<file path="src/design/rdc_pkg.sv">
/*
 * constants for the redriver channel register bank: offsets, bases, fields,
 * reset values and detect-polling counts.
 * assumes a byte-wide register port driven by the serial-bus slave.
 */
// Contract
// status bits 7 and 6 latch termination sensed on positive and negative line
// channel offsets 0x00, 0x01, 0x03, 0x04, 0x05 and 0x0A are decoded
// boost bit 7 set bypasses first equalizer stage, reset zero
// boost bits 6..3 hold first-stage level, reset zero, forwarded
// boost bits 2..0 hold second-stage level, reset zero, forwarded
// offset 0x03 bits 6..3 hold midband profile; bit 7 reads zero
// offset 0x03 bits 2..0 hold flat gain, reset value 3'b101
// detect control bit 2 forces valid termination, bypassing the detect machine
// detect control bit 1 enables extra detect polling, reset zero
// extra polling needs 2 consecutive detects, or 3 when bit 0 set
// power override bit 7 lets register bits steer block power-down
// power-enable field switches blocks while overridden; resets all enabled
// detect reset bit 2 holds the detect machine in reset while set
// with detection disabled no termination sequencing is performed
// bank bases 0x00/0x20, 0x40/0x60 per channel; 0x80 broadcasts, reads channel 0
// each two-channel bank answers at its own bus target address
// reserved bits read zero; detect status clears on machine reset
package rdc_pkg;
  localparam logic [7:0] OFS_STATUS  = 8'h00;
  localparam logic [7:0] OFS_BOOST   = 8'h01;
  localparam logic [7:0] OFS_PROFILE = 8'h03;
  localparam logic [7:0] OFS_DETCTL  = 8'h04;
  localparam logic [7:0] OFS_POWER   = 8'h05;
  localparam logic [7:0] OFS_DETRST  = 8'h0a;
  localparam logic [2:0] BASE_CH0A   = 3'h0;  // address bits 7:5
  localparam logic [2:0] BASE_CH0B   = 3'h1;
  localparam logic [2:0] BASE_CH1A   = 3'h2;
  localparam logic [2:0] BASE_CH1B   = 3'h3;
  localparam logic [2:0] BASE_BCAST  = 3'h4;
  localparam logic [4:0] OFS_MASK    = 5'h1f;
  localparam int         STS_P_BIT   = 7;
  localparam int         STS_N_BIT   = 6;
  localparam int         SKIP_BIT    = 7;
  localparam int         FORCE_BIT   = 2;
  localparam int         POLL_EN_BIT = 1;
  localparam int         POLL3_BIT   = 0;
  localparam int         OVR_BIT     = 7;
  localparam int         FSMRST_BIT  = 2;
  localparam logic [2:0] FLAT_RST    = 3'h5;
  localparam logic [6:0] PWR_EN_RST  = 7'h7f;
  localparam logic [1:0] POLLS_BASE  = 2'h1;
  localparam logic [1:0] POLLS_TWO   = 2'h2;
  localparam logic [1:0] POLLS_THREE = 2'h3;
endpackage : rdc_pkg

</file>
<file path="src/design/rdc_ctl_if.sv">
/*
 * per-channel carrier between the register bank and the detect sequencer.
 * assumes one instance per channel, all in the bank clock domain.
 */
`timescale 1ns/1ps
interface rdc_ctl_if;
  logic       force_valid;
  logic       poll_en;
  logic       poll_three;
  logic       fsm_reset;
  logic [1:0] sense;
  logic [1:0] latched;
  modport regs (output force_valid, poll_en, poll_three, fsm_reset,
                input latched);
  modport seq  (input force_valid, poll_en, poll_three, fsm_reset, sense,
                output latched);
endinterface : rdc_ctl_if

</file>
<file path="src/design/rdc_detect_seq.sv">
/*
 * termination-detect sequencer for one channel: counts consecutive valid
 * polls and latches positive/negative results.
 * assumes sense is a per-poll comparator result sampled on poll_tick.
 */
`timescale 1ns/1ps
module rdc_detect_seq
  import rdc_pkg::*;
(
  input  wire logic clock,     // bank clock
  input  wire logic rst_n,     // sync reset
  input  wire logic poll_tick, // one poll per pulse
  input  wire logic det_on,    // detection enabled
  rdc_ctl_if.seq    ctl        // control and results
);
  typedef enum logic [1:0] {RDC_IDLE, RDC_POLL, RDC_DONE} rdc_state_e;
  rdc_state_e state_q;
  logic [1:0] cnt_q;
  logic [1:0] need;
  logic [1:0] lat_q;
  logic       hit;

  assign need = !ctl.poll_en ? POLLS_BASE :
                (ctl.poll_three ? POLLS_THREE : POLLS_TWO);
  assign hit  = &ctl.sense;
  assign ctl.latched = ctl.force_valid ? 2'h3 : lat_q;

  always_ff @(posedge clock) begin
    if (!rst_n || ctl.fsm_reset || !det_on) begin
      state_q <= RDC_IDLE;
      cnt_q   <= 2'h0;
      lat_q   <= 2'h0;
    end else if (poll_tick) begin
      case (state_q)
        RDC_IDLE: state_q <= RDC_POLL;
        RDC_POLL: begin
          // a miss restarts the run, so only consecutive hits count
          cnt_q <= hit ? cnt_q + 2'h1 : 2'h0;
          if (hit && (cnt_q + 2'h1 >= need)) begin
            state_q <= RDC_DONE;
            lat_q   <= ctl.sense;
          end
        end
        RDC_DONE: state_q <= RDC_DONE;
        default:  state_q <= RDC_IDLE;
      endcase
    end
  end

  a_latch_holds: assert property (@(posedge clock) disable iff (!rst_n)
    (state_q == RDC_DONE && !ctl.fsm_reset && det_on) |=>
      lat_q == $past(lat_q))
    else $error("latched detect result changed");
  a_reset_clears: assert property (@(posedge clock) disable iff (!rst_n)
    ctl.fsm_reset |=> lat_q == 2'h0)
    else $error("detect reset did not clear status");
  a_poll_count: assert property (@(posedge clock) disable iff (!rst_n)
    $rose(state_q == RDC_DONE) |->
      $past(hit) && ($past(cnt_q) + 2'h1 >= $past(need)))
    else $error("detect finished before enough polls");
  a_no_det_idle: assert property (@(posedge clock) disable iff (!rst_n)
    !det_on |=> state_q == RDC_IDLE && lat_q == 2'h0)
    else $error("sequencing active with detection off");
endmodule : rdc_detect_seq

</file>
<file path="src/design/rdc_bank.sv">
/*
 * two-channel register bank of the redriver: decode, broadcast writes,
 * read mux, and per-channel equalizer/power outputs.
 * assumes the serial-bus slave presents one byte access per strobe, already
 * matched to this bank's own target address.
 */
`timescale 1ns/1ps
module rdc_bank
  import rdc_pkg::*;
(
  input  wire logic       clock,         // 50 MHz bank clock
  input  wire logic       rst_n,         // sync reset, active low
  input  wire logic       wr_stb,        // one-cycle write strobe
  input  wire logic       rd_stb,        // one-cycle read strobe
  input  wire logic [7:0] addr,          // register address
  input  wire logic [7:0] wdata,         // write data
  output logic      [7:0] rdata,         // read data, registered
  output logic            rvalid,        // read data valid pulse
  input  wire logic       det_on,        // receiver detection enabled
  input  wire logic       poll_tick,     // detect poll pulse
  input  wire logic [1:0] sense0,        // channel 0 p/n comparator
  input  wire logic [1:0] sense1,        // channel 1 p/n comparator
  output logic      [1:0] skip,          // first stage bypass per channel
  output logic      [7:0] first_level,   // 4 bits per channel
  output logic      [5:0] second_level,  // 3 bits per channel
  output logic      [7:0] midband_shape, // 4 bits per channel
  output logic      [5:0] flat_gain,     // 3 bits per channel
  output logic     [13:0] block_en,      // 7 block enables per channel
  output logic      [1:0] term_valid     // far-end termination valid
);
  //////////////////////////////////////////////////////////////////////////
  // target-address matching is done by the serial-bus slave

  // decode of channel select; used by both write and read paths
  function automatic logic [1:0] ch_sel(input logic [7:0] a,
                                        input logic       is_wr);
    logic [1:0] s;
    s = 2'h0;
    case (a[7:5])
      BASE_CH0A, BASE_CH0B: s = 2'h1;
      BASE_CH1A, BASE_CH1B: s = 2'h2;
      BASE_BCAST:           s = is_wr ? 2'h3 : 2'h1;
      default:              s = 2'h0;
    endcase
    return s;
  endfunction : ch_sel

  logic [1:0] wsel;
  logic [1:0] rsel;
  logic [4:0] ofs;
  assign wsel = wr_stb ? ch_sel(addr, 1'b1) : 2'h0;
  assign rsel = ch_sel(addr, 1'b0);
  assign ofs  = addr[4:0] & OFS_MASK;

  logic [7:0] boost_q   [2];
  logic [6:0] prof_q    [2];
  logic [2:0] detctl_q  [2];
  logic [7:0] power_q   [2];
  logic       fsmrst_q  [2];
  logic [7:0] rd_ch     [2];
  logic [1:0] latched   [2];

  //////////////////////////////////////////////////////////////////////////
  genvar c;
  generate
    for (c = 0; c < 2; c++) begin : g_ch
      rdc_ctl_if ctl ();
      logic hit_w;
      assign hit_w = wsel[c];

      always_ff @(posedge clock) begin
        if (!rst_n) begin
          boost_q[c] <= 8'h00;
        end else if (hit_w && ofs == OFS_BOOST[4:0]) begin
          boost_q[c] <= wdata;
        end
      end

      always_ff @(posedge clock) begin
        if (!rst_n) begin
          prof_q[c] <= {4'h0, FLAT_RST};
        end else if (hit_w && ofs == OFS_PROFILE[4:0]) begin
          prof_q[c] <= wdata[6:0];
        end
      end

      always_ff @(posedge clock) begin
        if (!rst_n) begin
          detctl_q[c] <= 3'h0;
        end else if (hit_w && ofs == OFS_DETCTL[4:0]) begin
          detctl_q[c] <= wdata[2:0];
        end
      end

      always_ff @(posedge clock) begin
        if (!rst_n) begin
          power_q[c] <= {1'b0, PWR_EN_RST};
        end else if (hit_w && ofs == OFS_POWER[4:0]) begin
          power_q[c] <= wdata;
        end
      end

      always_ff @(posedge clock) begin
        if (!rst_n) begin
          fsmrst_q[c] <= 1'b0;
        end else if (hit_w && ofs == OFS_DETRST[4:0]) begin
          fsmrst_q[c] <= wdata[FSMRST_BIT];
        end
      end

      assign ctl.force_valid = detctl_q[c][FORCE_BIT];
      assign ctl.poll_en     = detctl_q[c][POLL_EN_BIT];
      assign ctl.poll_three  = detctl_q[c][POLL3_BIT];
      assign ctl.fsm_reset   = fsmrst_q[c];
      assign ctl.sense       = (c == 0) ? sense0 : sense1;
      assign latched[c]      = ctl.latched;

      rdc_detect_seq u_seq (
        .clock     (clock),
        .rst_n     (rst_n),
        .poll_tick (poll_tick),
        .det_on    (det_on),
        .ctl       (ctl)
      );

      // reserved bits are forced to zero on the read path
      always_comb begin
        case (ofs)
          OFS_STATUS[4:0]:  rd_ch[c] = {latched[c], 6'h00};
          OFS_BOOST[4:0]:   rd_ch[c] = boost_q[c];
          OFS_PROFILE[4:0]: rd_ch[c] = {1'b0, prof_q[c]};
          OFS_DETCTL[4:0]:  rd_ch[c] = {5'h00, detctl_q[c]};
          OFS_POWER[4:0]:   rd_ch[c] = power_q[c];
          OFS_DETRST[4:0]:  rd_ch[c] = {5'h00, fsmrst_q[c], 2'h0};
          default:          rd_ch[c] = 8'h00;
        endcase
      end

      assign skip[c]              = boost_q[c][SKIP_BIT];
      assign first_level[c*4+:4]  = boost_q[c][6:3];
      assign second_level[c*3+:3] = boost_q[c][2:0];
      assign midband_shape[c*4+:4] = prof_q[c][6:3];
      assign flat_gain[c*3+:3]    = prof_q[c][2:0];
      // without override the normal controls keep every block enabled
      assign block_en[c*7+:7]     = power_q[c][OVR_BIT] ?
                                    power_q[c][6:0] : PWR_EN_RST;
      // detection off makes the part a plain redriver: always terminated
      assign term_valid[c]        = !det_on || (&latched[c]);
    end
  endgenerate

  //////////////////////////////////////////////////////////////////////////
  always_ff @(posedge clock) begin
    if (!rst_n) begin
      rdata  <= 8'h00;
      rvalid <= 1'b0;
    end else begin
      rvalid <= rd_stb;
      if (rd_stb) begin
        rdata <= rsel[0] ? rd_ch[0] : (rsel[1] ? rd_ch[1] : 8'h00);
      end
    end
  end

  a_bcast_write: assert property (@(posedge clock) disable iff (!rst_n)
    (wr_stb && addr == {BASE_BCAST, OFS_PROFILE[4:0]}) |=>
      prof_q[0] == $past(wdata[6:0]) && prof_q[1] == $past(wdata[6:0]))
    else $error("broadcast write missed a channel");
  a_ch1_write: assert property (@(posedge clock) disable iff (!rst_n)
    (wr_stb && addr[7:5] == BASE_CH1A && addr[4:0] == OFS_BOOST[4:0])
      |=> boost_q[1] == $past(wdata) && $stable(boost_q[0]))
    else $error("channel 1 write misrouted");
  a_skip_out: assert property (@(posedge clock) disable iff (!rst_n)
    skip[0] == boost_q[0][7] && first_level[3:0] == boost_q[0][6:3])
    else $error("boost fields not forwarded");
  a_second_out: assert property (@(posedge clock) disable iff (!rst_n)
    (wr_stb && addr == {BASE_CH0A, OFS_BOOST[4:0]}) |=>
      second_level[2:0] == $past(wdata[2:0]))
    else $error("second stage level not forwarded");
  a_flat_reset: assert property (@(posedge clock)
    !rst_n |=> flat_gain == 6'h2d && midband_shape == 8'h00)
    else $error("flat gain reset value wrong");
  a_power_gate: assert property (@(posedge clock) disable iff (!rst_n)
    !power_q[1][7] |-> block_en[13:7] == 7'h7f)
    else $error("power override active while disabled");
  a_power_ovr: assert property (@(posedge clock) disable iff (!rst_n)
    (wsel[0] && ofs == OFS_POWER[4:0] && wdata == 8'h80)
      |=> block_en[6:0] == 7'h00)
    else $error("override did not disable blocks");
  a_bcast_read: assert property (@(posedge clock) disable iff (!rst_n)
    (rd_stb && addr == {BASE_BCAST, OFS_PROFILE[4:0]}) |=>
      rvalid && rdata == {1'b0, $past(prof_q[0])})
    else $error("broadcast read not from channel 0");
  a_force_valid: assert property (@(posedge clock) disable iff (!rst_n)
    detctl_q[0][2] |-> term_valid[0])
    else $error("forced detect not valid");
  a_status_rsvd: assert property (@(posedge clock) disable iff (!rst_n)
    (rd_stb && addr[4:0] == OFS_STATUS[4:0]) |=> rdata[5:0] == 6'h00)
    else $error("reserved status bits nonzero");
endmodule : rdc_bank

</file>
<file path="config.mk">
export PLATFORM = sky130hd
export DESIGN_NAME = rdc_bank
export DESIGN_NICKNAME = d
export VERILOG_FILES = /design/src/design/rdc_pkg.sv /design/src/design/rdc_ctl_if.sv /design/src/design/rdc_detect_seq.sv /design/src/design/rdc_bank.sv
export SDC_FILE = /design/constraint.sdc
export NUM_CORES = 1
export LEC_CHECK = 0
export BUFFER_PORTS_ARGS = -buffer_cell sky130_fd_sc_hd__buf_2
export CAP_MARGIN = 10
export CORE_MARGIN = 2
export CORE_UTILIZATION = 44
export CTS_BUF_LIST = sky130_fd_sc_hd__clkbuf_8
export CTS_CLUSTER_DIAMETER = 30
export DETAILED_ROUTE_END_ITERATION = 12
export GPL_TIMING_DRIVEN = 0
export HOLD_SLACK_MARGIN = 0.12
export PLACE_DENSITY = 0.64
export SETUP_SLACK_MARGIN = 0.05
export SYNTH_ARGS = -nofsm -noshare
export SYNTH_HDL_FRONTEND = slang
export SYNTH_HIERARCHICAL = 1
export SYNTH_SLANG_ARGS = --single-unit
</file>
<file path="constraint.sdc">
create_clock -name clock -period 3.05 [get_ports clock]
set_clock_uncertainty 0.2 [all_clocks]
set_input_delay 0.4575 -clock clock [delete_from_list [all_inputs] [get_ports clock]]
set_output_delay 0.4575 -clock clock [all_outputs]
set_load 0.05 [all_outputs]
</file>
==> metrics.txt, run 1 <==
CTS max path bufs 2; WL/cell 18.8 microns; vias in the first global route 3176; fin worst setup slack 0.236 ns; min Tclk post-route 2.81 ns; leakage 1.77 nW; worst skew pair latency 0.34 ns; Die W 97.6 microns; core footprint 0.00859 sq mm; unrepaired setup endpoints after global routing no; std cell rows 34; ys async rst share 0%; placed cells 550; clock root buffer master clkbuf_8; most common cell after layout, fill and taps aside buf_2; worst path arrival time 2.58 ns; main combinational cell family by area after synthesis simple AND/OR/NAND/NOR gates; Post-Syn Nets 396; Clock transition at path regs 0.08 ns; Post-synth EDFFs 53; Mapped Cells 362; PwrDens 507 mW/mm^2; post-place setup slack -0.210 ns; global route overflow 0; critical path required time 2.82 ns; TritonCTS clock tree yes; layout cells sized above 1 26.1%; postcts setup bufs 0; Max-cap violations 0; Final setup viols 0; Vias 3240; Final ANT Viol Nets 0; worst-margin pin slew 1.07 ns; clk sinks 75; Final period util 92.3%; hpwl dp 8050 microns; Synth warnings 6; Initial Util 44.9%; first-pass GRT wire length 16500 microns; Worst setup SP type input pin; Setup Crit Path Kind input pin to flip-flop; post-synthesis adder-cell area fraction 2.60%; number of vias per cell 5.70; Fin Setup TNS 0 ns; initial DRC count 232; clock buffer count from CTS 9; Tot GR Track Use 22.3%; most frequent cells in the layout buf_2, edfxtp_1, nand2b_1; initial antenna violation count 0; worst IR drop on VDD 0.333 mV; # hold bufs at CTS 0; Final Hold Fails 0; DRC errors left 0; largest net degree at the start of global routing 14; Cell Count, Final, Fillers Out 568; hold crit path type input pin to flip-flop; # IOs 81; die height 97.6 microns; P&R area growth vs syn 19.8%; Crit. End Element flip-flop; H-tree Lvls 3; Post-synth top flop edfxtp_1; Syn Area/Cell 10.6 sq um; Final #Nets 489; CP Max Fanout 10; fin area 0.00462 sq mm; multiplexer share of the synthesized area 3.38%; register area share after synthesis 52.7%; fmax 0.355 GHz; Synth Area in XOR/XNOR 0.454%; diode count 0; drt first pass iters 5; outcome finished clean; Post-Synth Simple-Gate Area 26.3%; placer congestion estimate 0.942; CTS resizes 0; die area 0.00953 sq mm; Port Buffers 80; Routed WL 10700 microns; library cells used by synthesis 45; Final Max Slew Viols 0; Area after DPL 0.00439 sq mm; Rel. slew slack 27.7%; Seq cells post-synth 75; Compound-Gate Fraction of Synth Area 12.3%; Post-Syn Area 0.00385 sq mm
==> per-stage QoR <==
step | hold slack (ns) | total power (W) | utilization [%]
floorplan | 0.233 | 0.00141 | -
global placement | 0.245 | 0.00153 | 51.1
detailed placement | 0.257 | 0.00153 | 51.1
CTS | 0.249 | 0.00235 | 53.6
global route | 0.278 | 0.00242 | 53.8
finish | 0.259 | 0.00234 | 53.8
==> cells by family after synthesis <==
group,Yosys count
flops,75
compound gates,73
xor+xnor,2
fa+ha+maj,8
simple gates,170
mux,13
buf+inv,21
==> area by class of cell <==
class | instances | area [sq um]
multi-input cells | 266 | 1740
fillers | 791 | 3970
inverters | 10 | 37.5
clock inverters | 7 | 92.6
well taps | 108 | 135
flip-flops and latches | 75 | 2030
plain buffers | 11 | 50.0
clock buffers | 9 | 124
repair buffers | 82 | 413
==> registers in the layout (all words and copies together), names as in the netlist <==
register	count
rdata	8
g_ch.u_seq/state_q	4
fsmrst_q	2
detctl_q	6
rvalid	1
prof_q	14
g_ch.u_seq/cnt_q	4
g_ch.u_seq/lat_q	4
boost_q	16
power_q	16
==> power breakdown <==
part | switching [W] | leakage (nW) | internal (W)
sequential | 0.0000294 | 0.692 | 0.00113
clock | 0.000373 | 0.103 | 0.000458
combinational | 0.000262 | 0.980 | 0.0000896
total | 0.000664 | 1.77 | 0.00168
==> final timing paths <==
| check | from | to | slack, ns | cells past startpoint |
|---|---|---|---|---|
| setup / recovery | addr[6] | prof_q[0][1] | 0.24 | 6 |
| hold / removal | rst_n | rvalid | 0.26 | 2 |
| setup reg to reg | detctl_q[0][0] | g_ch[0].u_seq/state_q[0] | 1.33 | 6 |
| hold reg to reg | rdata[5] | rdata[5] | 0.27 | 2 |
==> Yosys cell counts, types with 2 or more instances <==
master | count | area (sq um)
edfxtp_1 | 53 | 1590
nand2b_1 | 30 | 188
and2_1 | 28 | 175
nand2_1 | 27 | 101
dfxtp_1 | 22 | 440
a21oi_1 | 18 | 90.1
nor2_1 | 18 | 67.6
mux2i_1 | 13 | 130
o21ai_0 | 13 | 65.1
nand3_1 | 11 | 55.1
nand3b_1 | 11 | 82.6
inv_1 | 10 | 37.5
a221oi_1 | 8 | 70.1
ha_1 | 8 | 100
or3_1 | 8 | 50.1
buf_2 | 7 | 35.0
nor3_1 | 6 | 30.0
o211ai_1 | 6 | 45.0
o21ai_1 | 6 | 30.0
or2_2 | 5 | 31.3
a211oi_1 | 4 | 30.0
and4_1 | 4 | 35.0
clkbuf_1 | 4 | 15.0
nor3b_2 | 4 | 50.1
o21a_1 | 4 | 30.0
nand4_1 | 3 | 18.8
nor3b_1 | 3 | 22.5
o31ai_1 | 3 | 22.5
a21bo_2 | 2 | 20.0
a21boi_0 | 2 | 15.0
a21oi_2 | 2 | 17.5
and3b_1 | 2 | 17.5
nand4_2 | 2 | 25.0
nor2b_1 | 2 | 12.5
o21bai_1 | 2 | 15.0
xor2_1 | 2 | 17.5
==> metal layers <==
layer	routed length (microns)	vias up	part of all wire (%)	global-route usage [%]
met5	0	-	0	0
met4	372	0	3.5	9.94
met3	802	26	7.5	3.09
met2	5030	150	47	35.8
met1	4450	1544	42	30.2
li1	-	1520	-	-
==> critical path, stage by stage <==
cell	delay, ns
buf_2	0.11
clkbuf_1	0.24
a21oi_1	0.29
clkbuf_1	0.40
nand2_1	0.24
o21ai_0	0.84
Power figures use the tool's default switching activity.
==> inputs of run 2 (changes only) <==
PLACE_DENSITY = 0.67   (was 0.64)
clock period = 2.5 ns   (was 3.05 ns; I/O delays follow)
==> metrics.txt, run 2 (same netlist as run 1, synthesis figures left out) <==
GRT busiest layer met2; Setup Crit Path Kind input pin to flip-flop; met2 GRT Util 39.6%; outcome finished clean; first-pass GRT wire length 16700 microns; Die W 97.6 microns; # IOs 81; number of vias per cell 5.74; hpwl dp 8200 microns; worst path arrival time 2.17 ns; drt first pass iters 7; Vias 3257; Initial Util 44.9%; global route overflow 0; diode count 0; Fillers 799; layout cells sized above 1 26.4%; most frequent cells in the layout buf_2, edfxtp_1, nand2b_1; cell depth of the worst flop-to-flop path 5; Final setup viols 0; Final ANT Viol Nets 0; DRC errors left 0; CP Max Fanout 10; cell mode on critical path clkbuf_1; fmax 0.423 GHz; worst IR drop on VDD 0.496 mV; WL/cell 19.0 microns; worst skew pair latency 0.35 ns; CTS max path bufs 2; Cell Count, Final, Fillers Out 567; met3 Use GR 4.82%; Final Max Slew Viols 0; Tot GR Track Use 23.1%; Fin Setup TNS 0 ns; Max-cap violations 0; clk sinks 75; Clock transition at path regs 0.08 ns; clock root buffer master clkbuf_8; clock buffer count from CTS 9; Hold Path Stages 2; Final #Nets 488; TritonCTS clock tree yes; Worst path slowest cell o21ai_2; critical path required time 2.30 ns; die height 97.6 microns; Routed WL 10800 microns; min Tclk post-route 2.36 ns; Final period util 94.6%; placer congestion estimate 0.987; largest registers boost_q (16), power_q (16), prof_q (14); Crit. End Element flip-flop; Rel. slew slack 29.2%; fin area 0.00466 sq mm; vias in the first global route 3219; met1 track demand over resource 27.8%; H-tree Lvls 3; Worst setup SP type input pin; Final Hold Fails 0; CP bufs+invs 3; most common cell after layout, fill and taps aside buf_2; Cell Chain, Critical Path buf_2 -> clkbuf_1 -> a21oi_1 -> clkbuf_1 -> nand2_1 -> o21ai_2; initial antenna violation count 0; PwrDens 639 mW/mm^2; fin worst setup slack 0.136 ns; leakage 1.80 nW; Worst Hold Slack 0.189 ns; R2R setup slack 0.70 ns; slowest stage delay, CP 0.48 ns; Area after DPL 0.00439 sq mm; P&R area growth vs syn 20.8%; unrepaired setup endpoints after global routing yes; core footprint 0.00859 sq mm; # hold bufs at CTS 0; WP depth 6; delay-heaviest family, CP buffers and inverters; post-place setup slack -0.747 ns; initial DRC count 177; std cell rows 34; hold crit path type input pin to flip-flop; largest net degree at the start of global routing 13; placed cells 550; worst-margin pin slew 1.05 ns; Port Buffers 80; die area 0.00953 sq mm; postcts setup bufs 0
run 2: what timing repair did:
action,4_1_cts,5_1_grt
pin swaps,0,0
gates resized for setup,3,5
endpoints found under the setup margin,23,31
run 2: power by group:
group          leakage (nW)  total (W)  switching, W  internal [W]
sequential            0.692    0.00142     0.0000381       0.00138
combinational         0.980   0.000430      0.000320      0.000110
clock                 0.125    0.00113      0.000446      0.000683
total                  1.80    0.00298      0.000804       0.00217
run 2: final cells by class:
class	instances	area (sq um)	area share [%]
Clock buffer	10	138	2.96
Tap cell	108	135	2.90
Timing Repair Buffer	81	405	8.70
Clock inverter	6	105	2.26
Inverter	10	37.5	0.806
Multi-Input combinational cell	266	1750	37.7
Buffer	11	50.0	1.07
Sequential cell	75	2030	43.6
run 2: worst paths after layout:
kind	from	endpoint
setup / recovery	addr[6]	boost_q[0][5]
hold / removal	rst_n	rvalid
setup reg to reg	detctl_q[1][2]	rdata[6]
hold reg to reg	rdata[3]	rdata[3]
run 2: metal layers:
layer  part of all wire, %  vias up  wire [microns]
li1                      -     1515               -
met2                    50      127            5330
met1                    41     1582            4430
met3                   5.1       33             552
met5                     0        -               0
met4                   4.2        0             452
run 2: through the flow:
| step | utilization, % | power [W] |
|---|---|---|
| 4_1_cts | 53.9 | 0.00299 |
| 6_report | 54.2 | 0.00298 |
| 3_5_place_dp | 51.1 | 0.00187 |
| 2_1_floorplan | - | 0.00172 |
| 3_3_place_gp | 51.1 | 0.00186 |
| 5_1_grt | 54.2 | 0.00307 |
